===== config.mk =====
export PLATFORM = sky130hd
export DESIGN_NAME = pss_sequencer
export DESIGN_NICKNAME = d
export VERILOG_FILES = /design/src/hdl/pss_pkg.sv /design/src/hdl/pss_delay_timer.sv /design/src/hdl/pss_select_capture.sv /design/src/hdl/pss_sequencer.sv
export SDC_FILE = /design/constraint.sdc
export NUM_CORES = 1
export LEC_CHECK = 0
export ABC_AREA = 1
export BUFFER_PORTS_ARGS = -buffer_cell sky130_fd_sc_hd__buf_4
export CAP_MARGIN = 10
export CORE_MARGIN = 2
export CORE_UTILIZATION = 55
export CTS_CLUSTER_SIZE = 30
export DETAILED_ROUTE_END_ITERATION = 10
export PLACE_DENSITY = 0.78
export RECOVER_POWER = 100
export SLEW_MARGIN = 25
export SYNTH_ARGS = -nofsm -noshare
export SYNTH_HDL_FRONTEND = slang
export SYNTH_HIERARCHICAL = 1
export SYNTH_SLANG_ARGS = --single-unit

===== constraint.sdc =====
create_clock -name mclk_in -period 4 [get_ports mclk_in]
set_input_delay 0.8 -clock mclk_in [delete_from_list [all_inputs] [get_ports mclk_in]]
set_output_delay 0.8 -clock mclk_in [all_outputs]
set_load 0.02 [all_outputs]

===== src/hdl/pss_pkg.sv =====
package pss_pkg;
  // ------------------------------------------------------------------
  // clock and timing
  // ------------------------------------------------------------------
  localparam int unsigned CLK_HZ         = 50_000_000;
  localparam int unsigned CYC_PER_US     = CLK_HZ / 1_000_000;
  localparam int unsigned WAKE_US        = 100;
  localparam int unsigned STEP_UNIT_US   = 250;
  localparam int unsigned RST_UNIT_US    = 1000;
  localparam int unsigned LONG_PRESS_MS  = 4000;
  localparam int unsigned WAKE_CYC       = WAKE_US * CYC_PER_US;
  localparam int unsigned STEP_UNIT_CYC  = STEP_UNIT_US * CYC_PER_US;
  localparam int unsigned RST_UNIT_CYC   = RST_UNIT_US * CYC_PER_US;
  localparam int unsigned LONG_PRESS_CYC =
    LONG_PRESS_MS * 1000 * CYC_PER_US;

  // ------------------------------------------------------------------
  // select pin codes
  // ------------------------------------------------------------------
  localparam logic [1:0] SEL_LOW   = 2'h0;
  localparam logic [1:0] SEL_FLOAT = 2'h1;
  localparam logic [1:0] SEL_HIGH  = 2'h2;

  // ------------------------------------------------------------------
  // sequence step codes
  // ------------------------------------------------------------------
  localparam logic [1:0] STEP_ONE   = 2'h0;
  localparam logic [1:0] STEP_TWO   = 2'h1;
  localparam logic [1:0] STEP_THREE = 2'h2;

  // ------------------------------------------------------------------
  // register map
  // ------------------------------------------------------------------
  localparam logic [4:0]  ADDR_CTRL  = 5'h00;
  localparam logic [4:0]  ADDR_MASK  = 5'h04;
  localparam logic [4:0]  ADDR_STS   = 5'h08;
  localparam logic [4:0]  ADDR_STATE = 5'h0c;
  localparam logic [1:0]  RESP_OKAY  = 2'h0;
  localparam logic [1:0]  RESP_SLVERR = 2'h2;

  localparam int CTRL_D1_LSB  = 0;
  localparam int CTRL_D2_LSB  = 4;
  localparam int CTRL_D3_LSB  = 8;
  localparam int CTRL_RST_LSB = 12;
  localparam logic [2:0] D1_RST   = 3'h1;
  localparam logic [2:0] D2_RST   = 3'h5;
  localparam logic [2:0] D3_RST   = 3'h4;
  localparam logic [2:0] DRST_RST = 3'h4;
  localparam logic [2:0] MASK_RST = 3'h7;

  localparam int STS_THERM = 0;
  localparam int STS_OVC   = 1;
  localparam int STS_RAIL  = 2;
  localparam int STS_LONG  = 3;

  localparam int STATE_ST_LSB   = 0;
  localparam int STATE_STEP_LSB = 8;
  localparam int STATE_AUX_LSB  = 12;
  localparam int STATE_MEM_LSB  = 16;
  localparam int STATE_VLD_BIT  = 20;

  typedef enum logic [5:0] {
    ST_OFF    = 6'h01,
    ST_DELAY  = 6'h02,
    ST_RAMP   = 6'h04,
    ST_RESET_RELEASE_DELAY_FIELD = 6'h08,
    ST_RUN    = 6'h10,
    ST_HIB    = 6'h20
  } pss_state_t;
endpackage : pss_pkg


===== src/hdl/pss_delay_timer.sv =====
`timescale 1ns/1ns
module pss_delay_timer (
  input  wire logic        mclk_in,
  input  wire logic        rst_n_in,
  input  wire logic        load_in,
  input  wire logic [31:0] load_val_in,
  input  wire logic        abort_in,
  output logic             done_out
);
  typedef struct packed {
    logic        run;
    logic [31:0] cnt;
  } pss_tmr_t;

  pss_tmr_t s_ff;
  pss_tmr_t nxt_s;

  // done pulses on the last counted cycle; a value of one is the minimum
  assign done_out = s_ff.run & (s_ff.cnt == 32'h1) & ~abort_in & ~load_in;

  always_comb begin
    nxt_s = s_ff;
    if (abort_in) begin
      nxt_s.run = 1'b0;
    end else if (load_in) begin
      nxt_s.run = 1'b1;
      nxt_s.cnt = load_val_in;
    end else if (s_ff.run) begin
      nxt_s.run = s_ff.cnt > 32'h1;
      nxt_s.cnt = s_ff.cnt - 32'h1;
    end
  end

  always_ff @(posedge mclk_in) begin
    if (!rst_n_in) begin
      s_ff <= '0;
    end else begin
      s_ff <= nxt_s;
    end
  end
endmodule : pss_delay_timer


===== src/hdl/pss_select_capture.sv =====
`timescale 1ns/1ns
module pss_select_capture (
  input  wire logic       mclk_in,
  input  wire logic       rst_n_in,
  input  wire logic       arm_in,
  input  wire logic       drop_in,
  input  wire logic [1:0] pin_high_in,
  input  wire logic [1:0] pin_low_in,
  output logic      [3:0] code_out,
  output logic            valid_out
);
  typedef struct packed {
    logic       valid;
    logic [3:0] code;
  } pss_cap_t;

  pss_cap_t   s_ff;
  pss_cap_t   nxt_s;
  logic [3:0] enc;

  // ------------------------------------------------------------------
  // per pin three-state encoding
  // ------------------------------------------------------------------
  for (genvar i = 0; i < 2; i++) begin : g_pin
    assign enc[2*i+1:2*i] = pin_high_in[i] ? pss_pkg::SEL_HIGH :
                            pin_low_in[i]  ? pss_pkg::SEL_LOW  :
                                             pss_pkg::SEL_FLOAT;
  end

  assign code_out  = s_ff.code;
  assign valid_out = s_ff.valid;

  always_comb begin
    nxt_s = s_ff;
    if (drop_in) begin
      nxt_s.valid = 1'b0;
    end else if (arm_in && !s_ff.valid) begin
      // snapshot once; later pin changes are ignored
      nxt_s.valid = 1'b1;
      nxt_s.code  = enc;
    end
  end

  always_ff @(posedge mclk_in) begin
    if (!rst_n_in) begin
      s_ff <= '0;
    end else begin
      s_ff <= nxt_s;
    end
  end
endmodule : pss_select_capture


===== src/hdl/pss_sequencer.sv =====
`timescale 1ns/1ns
// How it works
// - aux select pin picks 1.8/2.5/3.3 V
// - memory select pin picks 1.2/1.35/1.8 V
// - select pins captured once at lockout release
// - capture discarded only below lower lockout
// - unmasked fault pulls interrupt pin low
// - all mask bits reset to one
// - long press interrupt is never masked
// - host reset held until sequence done, delay
// - supply, thermal or overcurrent fault asserts reset
// - hibernate entry asserts host reset
// - rails start io/aux, memory, then core
// - start on push button or hold rise
// - no hold at release means turn off
// - on a button start, button must stay low whole first delay
// - sequence ignores button once first rail enables
// - step one code 00, default 0.5 ms
// - step two code 01, default 8 ms
// - step three code 10, default 4 ms
// - reset delay default code 100, 16 ms
// - first step delay adds to wake time
// - echo pin low while button is low
module pss_sequencer #(
  parameter int unsigned WAKE_CYC       = pss_pkg::WAKE_CYC,
  parameter int unsigned STEP_UNIT_CYC  = pss_pkg::STEP_UNIT_CYC,
  parameter int unsigned RST_UNIT_CYC   = pss_pkg::RST_UNIT_CYC,
  parameter int unsigned LONG_PRESS_CYC = pss_pkg::LONG_PRESS_CYC
) (
  input  wire logic        mclk_in,
  input  wire logic        rst_n_in,
  input  wire logic        supply_above_on_in,
  input  wire logic        supply_below_off_in,
  input  wire logic        aux_sel_high_in,
  input  wire logic        aux_sel_low_in,
  input  wire logic        mem_sel_high_in,
  input  wire logic        mem_sel_low_in,
  input  wire logic        push_button_in_low_in,
  input  wire logic        power_hold_in,
  input  wire logic        low_power_request_in,
  input  wire logic [2:0]  rail_good_in,
  input  wire logic        thermal_fault_in,
  input  wire logic        overcurrent_fault_in,
  input  wire logic [4:0]  s_axi_awaddr,
  input  wire logic        s_axi_awvalid,
  output logic             s_axi_awready,
  input  wire logic [31:0] s_axi_wdata,
  input  wire logic [3:0]  s_axi_wstrb,
  input  wire logic        s_axi_wvalid,
  output logic             s_axi_wready,
  output logic [1:0]       s_axi_bresp,
  output logic             s_axi_bvalid,
  input  wire logic        s_axi_bready,
  input  wire logic [4:0]  s_axi_araddr,
  input  wire logic        s_axi_arvalid,
  output logic             s_axi_arready,
  output logic [31:0]      s_axi_rdata,
  output logic [1:0]       s_axi_rresp,
  output logic             s_axi_rvalid,
  input  wire logic        s_axi_rready,
  output logic             host_reset_out_low_o_out,
  output logic             host_reset_out_low_oen_out,
  output logic             fault_irq_out_low_o_out,
  output logic             fault_irq_out_low_oen_out,
  output logic             push_button_echo_low_o_out,
  output logic             push_button_echo_low_oen_out,
  output logic [2:0]       rail_enable_out,
  output logic [1:0]       sequence_step_field_out,
  output logic [1:0]       aux_rail_voltage_select_out,
  output logic [1:0]       memory_rail_voltage_select_out,
  output logic             select_valid_out
);
  // ------------------------------------------------------------------
  // state
  // ------------------------------------------------------------------
  typedef struct packed {
    pss_pkg::pss_state_t st;
    logic [1:0]          step;
    logic                by_button;
    logic                hold_q;
    logic                supply_ok;
    logic                rel;
    logic [2:0]          rail_en;
    logic [2:0]          d1;
    logic [2:0]          d2;
    logic [2:0]          d3;
    logic [2:0]          drst;
    logic [2:0]          mask;
    logic [3:0]          sts;
    logic [31:0]         lp_cnt;
    logic                aw_got;
    logic [4:0]          awaddr;
    logic                w_got;
    logic [31:0]         wdata;
    logic [3:0]          wstrb;
    logic                bvalid;
    logic [1:0]          bresp;
    logic                rvalid;
    logic [31:0]         rdata;
    logic [1:0]          rresp;
  } pss_main_t;
  pss_main_t   s_ff;
  pss_main_t   nxt_s;
  logic        tmr_load;
  logic [31:0] tmr_val;
  logic        tmr_abort;
  logic        tmr_done;
  logic [3:0]  sel_code;
  logic        sel_valid;
  logic        fault_now;
  logic        irq;
  logic [31:0] ctrl_word;
  logic [31:0] state_word;
  logic [31:0] wmask;
  logic [31:0] ctrl_new;
  logic [3:0]  sts_set;
  logic [3:0]  sts_clr;
  logic        do_write;
  // ------------------------------------------------------------------
  // helpers
  // ------------------------------------------------------------------
  function automatic logic [31:0] step_cyc(input logic [2:0] code);
    step_cyc = 32'(STEP_UNIT_CYC) << code;
  endfunction : step_cyc
  function automatic logic [2:0] step_code(input pss_main_t s,
                                            input logic [1:0] idx);
    case (idx)
      pss_pkg::STEP_ONE: step_code = s.d1;
      pss_pkg::STEP_TWO: step_code = s.d2;
      default:           step_code = s.d3;
    endcase
  endfunction : step_code
  // ------------------------------------------------------------------
  // submodules
  // ------------------------------------------------------------------
  pss_delay_timer u_timer (
    .mclk_in     (mclk_in),
    .rst_n_in    (rst_n_in),
    .load_in     (tmr_load),
    .load_val_in (tmr_val),
    .abort_in    (tmr_abort),
    .done_out    (tmr_done)
  );
  pss_select_capture u_capture (
    .mclk_in     (mclk_in),
    .rst_n_in    (rst_n_in),
    .arm_in      (s_ff.supply_ok),
    .drop_in     (supply_below_off_in),
    .pin_high_in ({mem_sel_high_in, aux_sel_high_in}),
    .pin_low_in  ({mem_sel_low_in, aux_sel_low_in}),
    .code_out    (sel_code),
    .valid_out   (sel_valid)
  );
  // ------------------------------------------------------------------
  // pins and outputs
  // ------------------------------------------------------------------
  // reset release is gated live by faults so the pin drops the same cycle
  assign fault_now = thermal_fault_in | overcurrent_fault_in |
                     ~s_ff.supply_ok | supply_below_off_in;
  assign host_reset_out_low_o_out   = 1'b0;
  assign host_reset_out_low_oen_out = s_ff.rel & ~fault_now;
  assign irq = (|(s_ff.sts[2:0] & ~s_ff.mask)) | s_ff.sts[pss_pkg::STS_LONG];
  assign fault_irq_out_low_o_out    = 1'b0;
  assign fault_irq_out_low_oen_out  = ~irq;
  assign push_button_echo_low_o_out = 1'b0;
  assign push_button_echo_low_oen_out = push_button_in_low_in;
  assign rail_enable_out                = s_ff.rail_en;
  assign sequence_step_field_out        = s_ff.step;
  assign aux_rail_voltage_select_out    = sel_code[1:0];
  assign memory_rail_voltage_select_out = sel_code[3:2];
  assign select_valid_out               = sel_valid;
  assign s_axi_awready = ~s_ff.aw_got & ~s_ff.bvalid;
  assign s_axi_wready  = ~s_ff.w_got & ~s_ff.bvalid;
  assign s_axi_bvalid  = s_ff.bvalid;
  assign s_axi_bresp   = s_ff.bresp;
  assign s_axi_arready = ~s_ff.rvalid;
  assign s_axi_rvalid  = s_ff.rvalid;
  assign s_axi_rdata   = s_ff.rdata;
  assign s_axi_rresp   = s_ff.rresp;
  // ------------------------------------------------------------------
  // register words
  // ------------------------------------------------------------------
  always_comb begin
    ctrl_word = '0;
    ctrl_word[pss_pkg::CTRL_D1_LSB +: 3]  = s_ff.d1;
    ctrl_word[pss_pkg::CTRL_D2_LSB +: 3]  = s_ff.d2;
    ctrl_word[pss_pkg::CTRL_D3_LSB +: 3]  = s_ff.d3;
    ctrl_word[pss_pkg::CTRL_RST_LSB +: 3] = s_ff.drst;
    state_word = '0;
    state_word[pss_pkg::STATE_ST_LSB +: 6]   = s_ff.st;
    state_word[pss_pkg::STATE_STEP_LSB +: 2] = s_ff.step;
    state_word[pss_pkg::STATE_AUX_LSB +: 2]  = sel_code[1:0];
    state_word[pss_pkg::STATE_MEM_LSB +: 2]  = sel_code[3:2];
    state_word[pss_pkg::STATE_VLD_BIT]       = sel_valid;
    wmask    = {{8{s_ff.wstrb[3]}}, {8{s_ff.wstrb[2]}},
                {8{s_ff.wstrb[1]}}, {8{s_ff.wstrb[0]}}};
    ctrl_new = (ctrl_word & ~wmask) | (s_ff.wdata & wmask);
  end
  // ------------------------------------------------------------------
  // next state
  // ------------------------------------------------------------------
  always_comb begin
    nxt_s     = s_ff;
    tmr_load  = 1'b0;
    tmr_val   = 32'h1;
    tmr_abort = 1'b0;
    sts_set   = '0;
    sts_clr   = '0;
    do_write  = s_ff.aw_got & s_ff.w_got & ~s_ff.bvalid;
    nxt_s.hold_q    = power_hold_in;
    nxt_s.supply_ok = ~supply_below_off_in &
                      (supply_above_on_in | s_ff.supply_ok);
    sts_set[pss_pkg::STS_THERM] = thermal_fault_in;
    sts_set[pss_pkg::STS_OVC]   = overcurrent_fault_in;
    case (s_ff.st)
      pss_pkg::ST_OFF: begin
        nxt_s.rel     = 1'b0;
        nxt_s.rail_en = '0;
        nxt_s.step    = pss_pkg::STEP_ONE;
        if (!fault_now && sel_valid && (!push_button_in_low_in ||
            (power_hold_in && !s_ff.hold_q))) begin
          nxt_s.by_button = !(power_hold_in && !s_ff.hold_q);
          nxt_s.st        = pss_pkg::ST_DELAY;
          tmr_load        = 1'b1;
          tmr_val = 32'(WAKE_CYC) + step_cyc(s_ff.d1);
        end
      end
      pss_pkg::ST_DELAY: begin
        // a button start that lets go early never starts a rail
        if (s_ff.step == pss_pkg::STEP_ONE && s_ff.by_button &&
            push_button_in_low_in) begin
          nxt_s.st  = pss_pkg::ST_OFF;
          tmr_abort = 1'b1;
        end else if (tmr_done) begin
          nxt_s.rail_en[s_ff.step] = 1'b1;
          nxt_s.st = pss_pkg::ST_RAMP;
        end
      end
      pss_pkg::ST_RAMP: begin
        if (rail_good_in[s_ff.step]) begin
          tmr_load = 1'b1;
          if (s_ff.step == pss_pkg::STEP_THREE) begin
            nxt_s.st = pss_pkg::ST_RESET_RELEASE_DELAY_FIELD;
            tmr_val  = 32'(RST_UNIT_CYC) << s_ff.drst;
          end else begin
            nxt_s.step = s_ff.step + 2'h1;
            nxt_s.st   = pss_pkg::ST_DELAY;
            tmr_val    = step_cyc(step_code(s_ff, s_ff.step + 2'h1));
          end
        end
      end
      pss_pkg::ST_RESET_RELEASE_DELAY_FIELD: begin
        if (tmr_done) begin
          if (power_hold_in && (&rail_good_in)) begin
            nxt_s.rel = 1'b1;
            nxt_s.st  = pss_pkg::ST_RUN;
          end else begin
            // rel never rose, so the pin sees no high glitch
            nxt_s.st = pss_pkg::ST_OFF;
          end
        end
      end
      pss_pkg::ST_RUN: begin
        sts_set[pss_pkg::STS_RAIL] = ~(&rail_good_in);
        sts_set[pss_pkg::STS_LONG] = !push_button_in_low_in &&
          (s_ff.lp_cnt == 32'(LONG_PRESS_CYC) - 32'h1);
        if (push_button_in_low_in) begin
          nxt_s.lp_cnt = '0;
        end else if (s_ff.lp_cnt < 32'(LONG_PRESS_CYC)) begin
          nxt_s.lp_cnt = s_ff.lp_cnt + 32'h1;
        end
        if (!power_hold_in) begin
          nxt_s.rel = 1'b0;
          if (low_power_request_in) begin
            nxt_s.st      = pss_pkg::ST_HIB;
            nxt_s.rail_en = 3'h2;
          end else begin
            nxt_s.st = pss_pkg::ST_OFF;
          end
        end
      end
      pss_pkg::ST_HIB: begin
        nxt_s.rel = 1'b0;
        if (power_hold_in) begin
          nxt_s.rail_en = 3'h7;
          nxt_s.st      = pss_pkg::ST_RESET_RELEASE_DELAY_FIELD;
          tmr_load      = 1'b1;
          tmr_val       = 32'(RST_UNIT_CYC) << s_ff.drst;
        end
      end
      default: nxt_s.st = pss_pkg::ST_OFF;
    endcase
    if (s_ff.st != pss_pkg::ST_RUN) begin
      nxt_s.lp_cnt = '0;
    end
    // any system fault drops the state, reset release and rail enables at once
    if (fault_now) begin
      nxt_s.st      = pss_pkg::ST_OFF;
      nxt_s.rel     = 1'b0;
      nxt_s.rail_en = '0;
      tmr_abort     = 1'b1;
    end
    // ----------------------------------------------------------------
    // axi4-lite write
    // ----------------------------------------------------------------
    if (s_axi_awvalid && s_axi_awready) begin
      nxt_s.aw_got = 1'b1;
      nxt_s.awaddr = s_axi_awaddr;
    end
    if (s_axi_wvalid && s_axi_wready) begin
      nxt_s.w_got = 1'b1;
      nxt_s.wdata = s_axi_wdata;
      nxt_s.wstrb = s_axi_wstrb;
    end
    if (s_ff.bvalid && s_axi_bready) nxt_s.bvalid = 1'b0;
    if (do_write) begin
      nxt_s.aw_got = 1'b0;
      nxt_s.w_got  = 1'b0;
      nxt_s.bvalid = 1'b1;
      nxt_s.bresp  = pss_pkg::RESP_OKAY;
      case (s_ff.awaddr)
        pss_pkg::ADDR_CTRL: begin
          nxt_s.d1   = ctrl_new[pss_pkg::CTRL_D1_LSB +: 3];
          nxt_s.d2   = ctrl_new[pss_pkg::CTRL_D2_LSB +: 3];
          nxt_s.d3   = ctrl_new[pss_pkg::CTRL_D3_LSB +: 3];
          nxt_s.drst = ctrl_new[pss_pkg::CTRL_RST_LSB +: 3];
        end
        pss_pkg::ADDR_MASK:  if (s_ff.wstrb[0]) nxt_s.mask = s_ff.wdata[2:0];
        pss_pkg::ADDR_STS:   sts_clr = s_ff.wdata[3:0] & wmask[3:0];
        pss_pkg::ADDR_STATE: nxt_s.bresp = pss_pkg::RESP_OKAY;
        default:             nxt_s.bresp = pss_pkg::RESP_SLVERR;
      endcase
    end
    // a new event in the clearing cycle survives the clear
    nxt_s.sts = (s_ff.sts & ~sts_clr) | sts_set;
    // ----------------------------------------------------------------
    // axi4-lite read
    // ----------------------------------------------------------------
    if (s_ff.rvalid && s_axi_rready) nxt_s.rvalid = 1'b0;
    if (s_axi_arvalid && s_axi_arready) begin
      nxt_s.rvalid = 1'b1;
      nxt_s.rresp  = pss_pkg::RESP_OKAY;
      case (s_axi_araddr)
        pss_pkg::ADDR_CTRL:  nxt_s.rdata = ctrl_word;
        pss_pkg::ADDR_MASK:  nxt_s.rdata = {29'h0, s_ff.mask};
        pss_pkg::ADDR_STS:   nxt_s.rdata = {28'h0, s_ff.sts};
        pss_pkg::ADDR_STATE: nxt_s.rdata = state_word;
        default: begin
          nxt_s.rdata = '0;
          nxt_s.rresp = pss_pkg::RESP_SLVERR;
        end
      endcase
    end
  end
  // ------------------------------------------------------------------
  // registers
  // ------------------------------------------------------------------
  always_ff @(posedge mclk_in) begin
    if (!rst_n_in) begin
      s_ff      <= '0;
      s_ff.st   <= pss_pkg::ST_OFF;
      s_ff.d1   <= pss_pkg::D1_RST;
      s_ff.d2   <= pss_pkg::D2_RST;
      s_ff.d3   <= pss_pkg::D3_RST;
      s_ff.drst <= pss_pkg::DRST_RST;
      s_ff.mask <= pss_pkg::MASK_RST;
    end else begin
      s_ff <= nxt_s;
    end
  end
endmodule : pss_sequencer


==> flow_summary.ini <==
[global_routing]
overflow = 0
grt.total_usage = 0.283
antenna_found_initial = 0
grt_max_degree = 80
grt_pass1_wl_um = 42400
grt_pass1_vias = 8778

[final_layout]
layout-drive-gt1-share = 0.0987
multi_input_area_um2 = 5450
synthToLayoutAreaGrowth_pct = 9.16
fill_cells = 1680
final_cell_area_um2 = 10500
layout.nets = 1615
n_antenna_cell = 0
final-seq-area_um2 = 2920

[synthesis]
yosysSeqAreaShare = 0.304
synth_adder_area_share = 0.0404
synth-edff-count = 0
syn_avg_cell_area_um2 = 6.56
synthXorXnorAreaFrac = 0.0173
synth_commonest_cells = 280 x nand2_1, 212 x nor2_1, 164 x inv_1, 146 x dfxtp_1, 129 x a21oi_1
synth-simple-area-share = 0.311
ys_types = 58
yosys.cell_count.top_type = nand2_1
synth_top_area_share = 0.304
synthArstFlopShare = 0
muxShareOfSynthArea = 0
synth-seq-cells = 146
synth_area_leaders = dfxtp_1 30%, nand2_1 11%, nor2_1 8.3%
yosysTopAreaCell = dfxtp_1
synth_top_family_by_area = simple AND/OR/NAND/NOR gates
synth_ff_type = dfxtp_1
synth_compound_area_frac = 0.197
synth.cell_area_um2 = 9610
netlist_instances = 1464
ys_warn_count = 6

[drt]
wl_per_cell_um = 14.4
via_per_inst = 5.42
drc_errors = 0
drt_pre_antenna_iters = 6
routed-via-count = 9505
ant_nets = 0
first_iter_violations = 903
wl_um = 25200

[worst_setup_path]
end_kind = flop
crit_type = reg -> reg
crit_fanout = 32
critPathArrivalTime_ns = 3.65
crit_required_ns = 4.35
critPathLaunchType = flop

[clocking]
ctsHoldBuffers = 0
htree_levels = 4
cts_tree = built
path_clk_slew_ns = 0.07
post_cts_resized = 0
postCtsSetupRepairBufs = 0
cts_buffer_depth = 2
cts_buffers = 17
clk-insertion-delay-late_ns = 0.44
cts_sinks = 146
cts_root_buf = clkbuf_16

[die]
io_pins = 124
die_h_um = 136
core_area_um2 = 17200
initial_core_util = 0.559
die_w_um = 136
die_area_um2 = 18500
rows = 48

[status]
status = completed

[sta]
slew_viol_final = 0
setup_viol = 0
tightest_slew_ns = 1.43
hold_viol = 0
worst_clock_skew_ns = 0.0186
finalCriticalPeriod_ns = 3.30
timing.fmax_mhz = 303
max_slew_margin = 0.0447
finalCritPeriodShare = 0.826
grt_setup_unrepaired = false
finalSetupTns_ns = 0

[placed_design]
io_buffers = 81
placed_area_um2 = 10100
dpl.hpwl_um = 18500
routabilityCongestion = 0.975

[power_and_ir_drop]
leakagePower_nw = 4.69
powerDensity_nw_per_um2 = 321
worst_ir_drop_vdd_mv = 0.289
finalPower_mw = 3.36

[flow_run]
maxCapViolations = 0

[hold_path]
min_path_type = reg -> reg
-- flip-flops by register name (all words and copies together), names as in the netlist, named ones only --
| register | cells |
|---|---|
| u_capture/code_out | 4 |
| s_axi_bresp | 1 |
| s_axi_rresp | 1 |
| s_ff | 71 |
| s_axi_rdata | 16 |
| u_timer/s_ff | 33 |
| s_axi_bvalid | 1 |
| sequence_step_field_out | 2 |
| rail_enable_out | 3 |
| u_capture/valid_out | 1 |
| s_axi_rvalid | 1 |
-- routing by layer --
metal	up-vias	part of all wire	GRT usage	routed length (um)
met1	4272	0.45	0.382	11400
met3	28	0.070	0.0563	1770
met4	0	0.013	0.0804	338
met5	-	0	0	0
li1	4825	-	-	-
met2	380	0.46	0.460	11700
-- critical path: stages, from the launching register on --
cell,delay [ns]
dfxtp_1,0.49
inv_1,0.17
o21ai_0,0.48
nand2_1,0.30
inv_1,0.29
nor3_1,0.11
inv_1,0.11
inv_1,0.07
a21oi_1,0.21
clkbuf_2,0.53
o21ai_0,0.21
a21oi_1,0.23
-- through the flow --
stage	utilization	cells	worst slack [ns]	hold slack [ns]
global placement	0.589	1723	0.482	0.425
floorplan	-	1494	0.717	0.417
global route	0.611	1755	0.352	0.461
detailed placement	0.589	1723	0.393	0.434
finish	0.611	1755	0.697	0.440
CTS	0.625	1755	0.838	0.445
-- cell type report --
type                            instances  share of cell area
Clock inverter                         15              0.0181
Inverter                              182              0.0654
Tap cell                              225              0.0268
Sequential cell                       146               0.279
Multi-Input combinational cell       1080               0.520
Clock buffer                           17              0.0406
Timing Repair Buffer                   90              0.0504
-- cells by family (layout without fill, tap and decap cells) --
group | after synthesis | after routing
compound gates | 332 | 332
buf+inv | 268 | 304
flops | 146 | 146
xor+xnor | 19 | 19
fa+ha+maj | 31 | 31
other cells | 1 | 31
simple gates | 667 | 667
-- worst paths after layout --
check	slack, ns	cells past startpoint	start	to
setup reg to reg	0.70	11	sequence_step_field_out[1]$_SDFFE_PN0P_	u_timer/s_ff[15]$_SDFFE_PN0P_
hold reg to reg	0.44	2	s_ff[110]$_SDFFE_PP0P_	s_ff[110]$_SDFFE_PP0P_
hold / removal	0.44	2	s_ff[110]$_SDFFE_PP0P_	s_ff[110]$_SDFFE_PP0P_
setup / recovery	0.70	11	sequence_step_field_out[1]$_SDFFE_PN0P_	u_timer/s_ff[15]$_SDFFE_PN0P_
-- layout by cell type (no fill, tap or decap), drive strengths merged, types with 2 or more instances in the layout --
cell     Yosys  layout
a211oi       4       4
a21oi      146     146
a22oi        2       2
a31oi        9       9
buf         63      50
clkbuf      23      57
clkinv       1       8
conb         1      31
dfxtp      146     146
ha          31      31
inv        181     187
nand2      294     294
nand3       71      71
nand3b       2       2
nand4       22      22
nor2       238     238
nor3        29      29
nor4         4       4
o2111ai      2       2
o211a        2       2
o211ai      17      17
o21a         3       3
o21ai      120     120
o21bai       6       6
o221ai       3       3
o22ai       10      10
o31ai        4       4
or2          4       4
xnor2        5       5
xor2        14      14
-- power by group --
group	switching [mW]	internal (mW)	leakage, nW
Combinational	0.141	0.0660	3.21
Clock	0.753	0.901	0.299
Sequential	0.0178	1.49	1.18
Total	0.912	2.45	4.69
Note: power is estimated with default switching activity, not from simulation.
